==> src/include/pin_ctrl_pkg.sv <==
// Package: register map, field layout and reset values of the pin control bank
package pin_ctrl_pkg;
  // ==========================================================================
  // Register map (byte addresses; all offsets are ours)
  localparam logic [3:0] PULLUP_OFFS   = 4'h0;
  localparam logic [3:0] SLEW_OFFS     = 4'h4;
  localparam logic [3:0] DRIVE_OFFS    = 4'h8;
  localparam logic [3:0] DIR_OFFS      = 4'hc;
  localparam logic [3:0] PAD_STAT_OFFS = 4'h0 + 4'h0;
  // ==========================================================================
  // Widths and reset values
  localparam int         PORT_W        = 8;
  localparam int         DRIVE_W       = 7;
  localparam logic [7:0] PULLUP_RST    = 8'h00;
  localparam logic [7:0] SLEW_RST      = 8'h00;
  localparam logic [6:0] DRIVE_RST     = 7'h00;
  localparam logic [7:0] DIR_RST       = 8'h00;
  localparam logic [1:0] RESP_OKAY     = 2'h0;
  localparam logic [1:0] RESP_SLVERR   = 2'h2;

  // Pad controls handed to the pad ring
  typedef struct packed {
    logic [7:0] pullup_on;
    logic [7:0] slew_on;
  } first_pad_t;

  typedef struct packed {
    logic [6:0] high_drive;
  } second_pad_t;
endpackage

==> src/logic/pad_gate.sv <==
// Per-pin gating of pad settings by pin direction
`timescale 1ns/10ps
module pad_gate (
  input  wire logic                 sys_clk,
  input  wire logic                 rst_n,
  input  wire logic [7:0]           pullup_bits,
  input  wire logic [7:0]           slew_bits,
  input  wire logic [7:0]           dir_out,
  output pin_ctrl_pkg::first_pad_t  pad_q
);
  logic [7:0] pull_d;
  logic [7:0] slew_d;

  // ==========================================================================
  // Direction gating
  genvar g;
  generate
    for (g = 0; g < pin_ctrl_pkg::PORT_W; g++) begin : g_pin
      // Outputs never pull up; inputs never slew-limit
      assign pull_d[g] = pullup_bits[g] & ~dir_out[g];
      assign slew_d[g] = slew_bits[g] & dir_out[g];
    end
  endgenerate

  always_ff @(posedge sys_clk or negedge rst_n) begin
    if (!rst_n) begin
      pad_q <= '0;
    end else begin
      pad_q <= '{pullup_on: pull_d, slew_on: slew_d};
    end
  end

  a_pull_gated: assert property (@(posedge sys_clk) disable iff (!rst_n)
    ##1 pad_q.pullup_on == ($past(pullup_bits) & ~$past(dir_out)))
    else $error("pullup gating wrong");
  a_slew_gated: assert property (@(posedge sys_clk) disable iff (!rst_n)
    ##1 pad_q.slew_on == ($past(slew_bits) & $past(dir_out)))
    else $error("slew gating wrong");
endmodule // pad_gate

==> src/logic/port_pin_control_bank.sv <==
// AXI4-Lite register bank for first and second port pad controls
`timescale 1ns/10ps
module port_pin_control_bank (
  input  wire logic                  sys_clk,
  input  wire logic                  rst_n,
  input  wire logic [3:0]            s_axi_awaddr,
  input  wire logic                  s_axi_awvalid,
  output logic                       s_axi_awready,
  input  wire logic [31:0]           s_axi_wdata,
  input  wire logic [3:0]            s_axi_wstrb,
  input  wire logic                  s_axi_wvalid,
  output logic                       s_axi_wready,
  output logic [1:0]                 s_axi_bresp,
  output logic                       s_axi_bvalid,
  input  wire logic                  s_axi_bready,
  input  wire logic [3:0]            s_axi_araddr,
  input  wire logic                  s_axi_arvalid,
  output logic                       s_axi_arready,
  output logic [31:0]                s_axi_rdata,
  output logic [1:0]                 s_axi_rresp,
  output logic                       s_axi_rvalid,
  input  wire logic                  s_axi_rready,
  output pin_ctrl_pkg::first_pad_t   first_port_pins,
  output pin_ctrl_pkg::second_pad_t  second_port_pins
);
  // ==========================================================================
  // Registers
  logic [7:0] first_port_pullup_bits_q;
  logic [7:0] first_port_slew_bits_q;
  logic [6:0] second_port_drive_bits_q;
  logic [7:0] first_port_dir_q;
  logic [6:0] drive_out_q;
  logic [3:0] aw_addr_q;
  logic       aw_have_q;
  logic [31:0] w_data_q;
  logic [3:0]  w_strb_q;
  logic        w_have_q;

  // ==========================================================================
  // Write channel: address and data accepted in either order
  wire aw_take  = s_axi_awvalid & s_axi_awready;
  wire w_take   = s_axi_wvalid & s_axi_wready;
  wire do_write = aw_have_q & w_have_q & ~s_axi_bvalid;

  assign s_axi_awready = ~aw_have_q & ~s_axi_bvalid;
  assign s_axi_wready  = ~w_have_q & ~s_axi_bvalid;

  function automatic logic hit(input logic [3:0] a);
    hit = (a == pin_ctrl_pkg::PULLUP_OFFS) || (a == pin_ctrl_pkg::SLEW_OFFS) ||
          (a == pin_ctrl_pkg::DRIVE_OFFS) || (a == pin_ctrl_pkg::DIR_OFFS);
  endfunction

  wire       wr_lane0 = do_write & w_strb_q[0];
  wire       wr_pull  = wr_lane0 & (aw_addr_q == pin_ctrl_pkg::PULLUP_OFFS);
  wire       wr_slew  = wr_lane0 & (aw_addr_q == pin_ctrl_pkg::SLEW_OFFS);
  wire       wr_drv   = wr_lane0 & (aw_addr_q == pin_ctrl_pkg::DRIVE_OFFS);
  wire       wr_dir   = wr_lane0 & (aw_addr_q == pin_ctrl_pkg::DIR_OFFS);

  always_ff @(posedge sys_clk or negedge rst_n) begin
    if (!rst_n) begin
      aw_have_q <= 1'b0;
      aw_addr_q <= 4'h0;
      w_have_q  <= 1'b0;
      w_data_q  <= 32'h0;
      w_strb_q  <= 4'h0;
    end else begin
      if (aw_take) begin
        aw_have_q <= 1'b1;
        aw_addr_q <= {s_axi_awaddr[3:2], 2'b00};
      end else if (do_write) begin
        aw_have_q <= 1'b0;
      end
      if (w_take) begin
        w_have_q <= 1'b1;
        w_data_q <= s_axi_wdata;
        w_strb_q <= s_axi_wstrb;
      end else if (do_write) begin
        w_have_q <= 1'b0;
      end
    end
  end

  always_ff @(posedge sys_clk or negedge rst_n) begin
    if (!rst_n) begin
      s_axi_bvalid <= 1'b0;
      s_axi_bresp  <= pin_ctrl_pkg::RESP_OKAY;
    end else if (do_write) begin
      s_axi_bvalid <= 1'b1;
      s_axi_bresp  <= hit(aw_addr_q) ? pin_ctrl_pkg::RESP_OKAY : pin_ctrl_pkg::RESP_SLVERR;
    end else if (s_axi_bready) begin
      s_axi_bvalid <= 1'b0;
    end
  end

  // ==========================================================================
  // Control registers
  always_ff @(posedge sys_clk or negedge rst_n) begin
    if (!rst_n) begin
      first_port_pullup_bits_q <= pin_ctrl_pkg::PULLUP_RST;
      first_port_slew_bits_q   <= pin_ctrl_pkg::SLEW_RST;
      second_port_drive_bits_q <= pin_ctrl_pkg::DRIVE_RST;
      first_port_dir_q         <= pin_ctrl_pkg::DIR_RST;
    end else begin
      if (wr_pull) first_port_pullup_bits_q <= w_data_q[7:0];
      if (wr_slew) first_port_slew_bits_q <= w_data_q[7:0];
      // Bit 7 has no storage, so it can never read back as one
      if (wr_drv) second_port_drive_bits_q <= w_data_q[6:0];
      if (wr_dir) first_port_dir_q <= w_data_q[7:0];
    end
  end

  // ==========================================================================
  // Pad outputs
  pad_gate u_gate (
    .sys_clk     (sys_clk),
    .rst_n       (rst_n),
    .pullup_bits (first_port_pullup_bits_q),
    .slew_bits   (first_port_slew_bits_q),
    .dir_out     (first_port_dir_q),
    .pad_q       (first_port_pins)
  );

  always_ff @(posedge sys_clk or negedge rst_n) begin
    if (!rst_n) begin
      drive_out_q <= pin_ctrl_pkg::DRIVE_RST;
    end else begin
      drive_out_q <= second_port_drive_bits_q;
    end
  end
  assign second_port_pins.high_drive = drive_out_q;

  // ==========================================================================
  // Read channel: one cycle from address to data
  wire [7:0] rd_mux =
    (s_axi_araddr[3:2] == pin_ctrl_pkg::PULLUP_OFFS[3:2]) ? first_port_pullup_bits_q :
    (s_axi_araddr[3:2] == pin_ctrl_pkg::SLEW_OFFS[3:2])   ? first_port_slew_bits_q :
    (s_axi_araddr[3:2] == pin_ctrl_pkg::DRIVE_OFFS[3:2])  ? {1'b0, second_port_drive_bits_q} :
    first_port_dir_q;

  assign s_axi_arready = ~s_axi_rvalid;

  always_ff @(posedge sys_clk or negedge rst_n) begin
    if (!rst_n) begin
      s_axi_rvalid <= 1'b0;
      s_axi_rdata  <= 32'h0;
      s_axi_rresp  <= pin_ctrl_pkg::RESP_OKAY;
    end else if (s_axi_arvalid & s_axi_arready) begin
      s_axi_rvalid <= 1'b1;
      s_axi_rdata  <= {24'h0, rd_mux};
      s_axi_rresp  <= pin_ctrl_pkg::RESP_OKAY;
    end else if (s_axi_rready) begin
      s_axi_rvalid <= 1'b0;
    end
  end

  // ==========================================================================
  // Checks
  // Reset values, seen at the first edge after release; drive bit 7 always reads as zero
  a_slew_reset: assert property (@(posedge sys_clk)
    $rose(rst_n) |-> first_port_slew_bits_q == 8'h00)
    else $error("slew bits not zero after reset");
  a_drive_reset: assert property (@(posedge sys_clk)
    $rose(rst_n) |-> second_port_drive_bits_q == 7'h00 && second_port_pins.high_drive == 7'h00)
    else $error("drive bits not zero after reset");
  a_drive_top_zero: assert property (@(posedge sys_clk) disable iff (!rst_n)
    s_axi_rvalid && $past(s_axi_araddr[3:2] == 2'h2 && s_axi_arvalid && s_axi_arready)
    |-> s_axi_rdata[7] == 1'b0)
    else $error("drive bit 7 read as one");

  // Writes land in the register, then one edge later on the pads
  a_drive_follows: assert property (@(posedge sys_clk) disable iff (!rst_n)
    wr_drv |=> ##1 second_port_pins.high_drive == $past(w_data_q[6:0], 2))
    else $error("drive output not updated");
  a_pull_write: assert property (@(posedge sys_clk) disable iff (!rst_n)
    wr_pull |=> first_port_pullup_bits_q == $past(w_data_q[7:0]))
    else $error("pullup write lost");
  a_slew_write: assert property (@(posedge sys_clk) disable iff (!rst_n)
    wr_slew && w_data_q[0] && first_port_dir_q[0] && !wr_dir
    |=> ##1 first_port_pins.slew_on[0])
    else $error("slew not enabled");

  // Gating lags the direction by one edge, so checks judge a steady direction or wait that edge after a direction write
  a_out_no_pull: assert property (@(posedge sys_clk) disable iff (!rst_n)
    first_port_dir_q[0] && $stable(first_port_dir_q) |=> !first_port_pins.pullup_on[0])
    else $error("pullup on output pin");
  a_in_no_slew: assert property (@(posedge sys_clk) disable iff (!rst_n)
    !first_port_dir_q[1] && $stable(first_port_dir_q) |=> !first_port_pins.slew_on[1])
    else $error("slew on input pin");
  a_dir_steers: assert property (@(posedge sys_clk) disable iff (!rst_n)
    wr_dir |=> ##1 first_port_pins.pullup_on == ($past(first_port_pullup_bits_q) & ~first_port_dir_q))
    else $error("direction not applied");

  // Bus answers
  a_bresp_timing: assert property (@(posedge sys_clk) disable iff (!rst_n)
    do_write |=> s_axi_bvalid)
    else $error("no write response");
  a_bvalid_clear: assert property (@(posedge sys_clk) disable iff (!rst_n)
    s_axi_bvalid && s_axi_bready |=> !s_axi_bvalid)
    else $error("write response not released");
  a_write_single: assert property (@(posedge sys_clk) disable iff (!rst_n)
    s_axi_bvalid |-> !aw_have_q && !w_have_q)
    else $error("new write taken during response");
  a_read_answer: assert property (@(posedge sys_clk) disable iff (!rst_n)
    s_axi_arvalid && s_axi_arready |=> s_axi_rvalid && s_axi_rresp == pin_ctrl_pkg::RESP_OKAY)
    else $error("no read response");
  a_rdata_upper: assert property (@(posedge sys_clk) disable iff (!rst_n)
    s_axi_rvalid |-> s_axi_rdata[31:8] == 24'h0)
    else $error("upper read data not zero");

  c_write_drive: cover property (@(posedge sys_clk) disable iff (!rst_n) wr_drv);
  c_read_back: cover property (@(posedge sys_clk) disable iff (!rst_n) s_axi_rvalid && s_axi_rready);
  c_pull_on: cover property (@(posedge sys_clk) disable iff (!rst_n) |first_port_pins.pullup_on);
  c_dir_write: cover property (@(posedge sys_clk) disable iff (!rst_n) wr_dir);
  c_slew_on: cover property (@(posedge sys_clk) disable iff (!rst_n) |first_port_pins.slew_on);
endmodule // port_pin_control_bank

==> config.mk <==
export PLATFORM = sky130hd
export DESIGN_NAME = port_pin_control_bank
export DESIGN_NICKNAME = d
export VERILOG_FILES = /design/src/include/pin_ctrl_pkg.sv /design/src/logic/pad_gate.sv /design/src/logic/port_pin_control_bank.sv
export SDC_FILE = /design/constraint.sdc
export NUM_CORES = 1
export LEC_CHECK = 0
export BUFFER_PORTS_ARGS = -buffer_cell sky130_fd_sc_hd__buf_4
export CAP_MARGIN = 25
export CORE_MARGIN = 5
export CORE_UTILIZATION = 53
export CTS_CLUSTER_DIAMETER = 150
export CTS_CLUSTER_SIZE = 24
export DETAILED_ROUTE_END_ITERATION = 6
export GPL_TIMING_DRIVEN = 0
export MAX_ROUTING_LAYER = met4
export PLACE_DENSITY = 0.84
export SLEW_MARGIN = 0
export SYNTH_ARGS = -nofsm -noshare
export SYNTH_HDL_FRONTEND = slang
export SYNTH_SLANG_ARGS = --single-unit
==> constraint.sdc <==
create_clock -name sys_clk -period 5 [get_ports sys_clk]
set_clock_uncertainty 0.15 [all_clocks]
set_input_delay 0 -clock sys_clk [delete_from_list [all_inputs] [get_ports sys_clk]]
set_output_delay 0 -clock sys_clk [all_outputs]
set_load 0.1 [all_outputs]
==> metrics <==
outcome=finished clean; drt drc=0; Core Area=around 5900 µm²; Overall Global Routing Usage=between 15 and 20%; FF+latch count, synth=78; gpl congestion=0.7157; worst flop-to-flop path endpoint=second_port_drive_bits_q[0]; YS warnings=0; Initial Util=between 50 and 60%; r2r worst-path depth=3; clk sink count=78; Final HPWL DP=4125 µm; wire per inst=14.86 µm; Worst EP required=5080 ps; vias in the first global route=1,906; Ant. Diodes=0; post-synthesis instance total=207; number of max-cap violations=0; max frequency=0.5008 GHz; Boundary Pins=around 120; Seq/Total Area, Yosys=60.82%; Syn Area/Cell=15.50 µm²; Hold Buf Count CTS=16; unique cell type count in the Yosys netlist=25; share of layout cells above drive strength 1=49.84%; grt ovf=0; Max H-tree Level=3; area occupied by multi-input gates=1120 µm²; clock tree buffer depth=2; HP Start=s_axi_arvalid; final hold vios=0; global-route wire length before repair=9363 µm; Worst Setup Start Kind=flop; R2R Setup Slk=3000 ps; worst hold endpoint=s_axi_rvalid; CTS tree=done; WHS Path Cells=3; postcts setup bufs=0; initial antenna violation count=0; Reg area=1952 µm²; Resized Gates After CTS=0; worst skew pair latency=350 ps; Nets=367; Slew HR=51.11%; Slew Viols, Final=0; DRT Wirelength=5884 µm; die area=between 7000 and 8000 µm²; Area Overhead vs Synth=31.93%; crit path max fanout=7; final setup violation count=0; Via-to-Cell Ratio=4.674; Die X=between 80 and 90 µm; DRT iter0 DRCs=43; CP Class=reg -> reg; drt pass-1 iters=3; Vias=1,851; utilization after layout=71.51%; Die Ht=87.82 µm; final antenna-violating net count=0; commonest non-fill, non-tap cell in the layout=buf_4; Synth Cell Area=between 3000 and 4000 µm²; row cnt=28; Final Cycle Share=39.94%; RSZ-0062 raised after global routing=false; pin count of the biggest net entering global routing=79; CP Capture Type=flop; Root Buffer Master=clkbuf_8; PortBufs=54; fillcell total=426; minimum clock period=between 1500 and 2000 ps; TritonCTS Buffers=9; HP Class=in -> reg; clock transition time at the flip-flop clock pins of the worst setup and hold paths=approximately 70 ps; setup TNS=0 ps; most frequent cells in the layout=81 x buf_4, 78 x dfrtp_1, 42 x mux2_2, 27 x conb_1, 17 x dlygate4sd3_1; worst r2r src=s_axi_bvalid; Critical Path AT=~2100 ps; Slew @ Worst Pin=730.2 ps
-- worst max-delay path: stages, from the launching register on --
cell and delay, ps:
dfrtp_1 450, nand4b_4 240, nor3b_2 630, mux2_2 410
-- cell usage after synthesis, drive strengths merged --
library cell	instances	area, µm²
dfrtp	78	1952
o21ai	3	15.01
nor3b	2	31.28
nor2	3	13.77
nor2b	10	62.56
conb	1	3.750
nand2	2	7.510
inv	2	7.510
o21a	2	15.01
and2	9	56.30
nand4b	1	23.77
nand3	2	10.01
and2b	2	16.27
buf	30	224.0
mux2i	1	10.01
mux2	50	593.1
or3	1	6.260
clkbuf	1	3.750
mux4	7	157.7
-- how the worst max path moves through the flow --
| stage | startpoint | end | slack, ps |
|---|---|---|---|
| floorplan | s_axi_rvalid | s_axi_rdata[0] | 2340 |
| global placement | s_axi_bvalid | second_port_drive_bits_q[1] | 3000 |
| detailed placement | s_axi_bvalid | second_port_drive_bits_q[4] | 2980 |
| CTS | s_axi_bvalid | second_port_drive_bits_q[0] | 2960 |
| global route | s_axi_bvalid | second_port_drive_bits_q[4] | 2880 |
| finish | s_axi_bvalid | second_port_drive_bits_q[0] | 3000 |
-- layer usage --
metal	wire [µm]	GRT usage [%]	vias to the layer above
li1	-	-	876
met1	2308	20.01	910
met2	3112	28.36	54
met3	362	3.198	11
met4	102	7.950	0
met5	0	-	-
-- registers in the layout, summed over array words and instances (netlist names) --
register                  flops
s_axi_bresp                   1
second_port_drive_bits_q      7
s_axi_rdata                   8
first_port_dir_q              8
w_have_q                      1
w_data_q                      8
w_strb_q                      1
aw_addr_q                     2
s_axi_bvalid                  1
s_axi_rvalid                  1
first_port_pullup_bits_q      8
second_port_pins              7
first_port_slew_bits_q        8
aw_have_q                     1
u_gate.pad_q                 16
-- kinds of logic after synthesis --
group,share of synthesized area (%)
flip-flops,60.82
multiplexers,23.70
buffers and inverters,7.329
AND/OR/NAND/NOR,7.096
AO/OA/AOI/OAI,0.9354
other,0.1168
-- stage by stage --
step	std cells	cell area, µm²	setup slack, ps	hold slack (ps)
final	396	4234	3003	112.7
after global routing	396	4234	2875	181.3
after CTS	394	4197	2958	99.84
after detailed placement	362	3806	2976	51.35
after global placement	362	3806	2998	27.46
after floorplan	233	3307	2340	-445.6
-- area by class of cell --
cell class / instances / area share [%]
Timing Repair Buffer: 72 / 14.24
Clock inverter: 4 / 2.246
Clock buffer: 12 / 3.191
Sequential cell: 78 / 46.10
Buffer: 31 / 5.378
Tap cell: 75 / 2.216
Inverter: 2 / 0.1773
Multi-Input combinational cell: 122 / 26.45
Power is left out: the tool's default activity adds up to more than one toggle a clock period on the data nets, which glitch-free logic cannot reach.
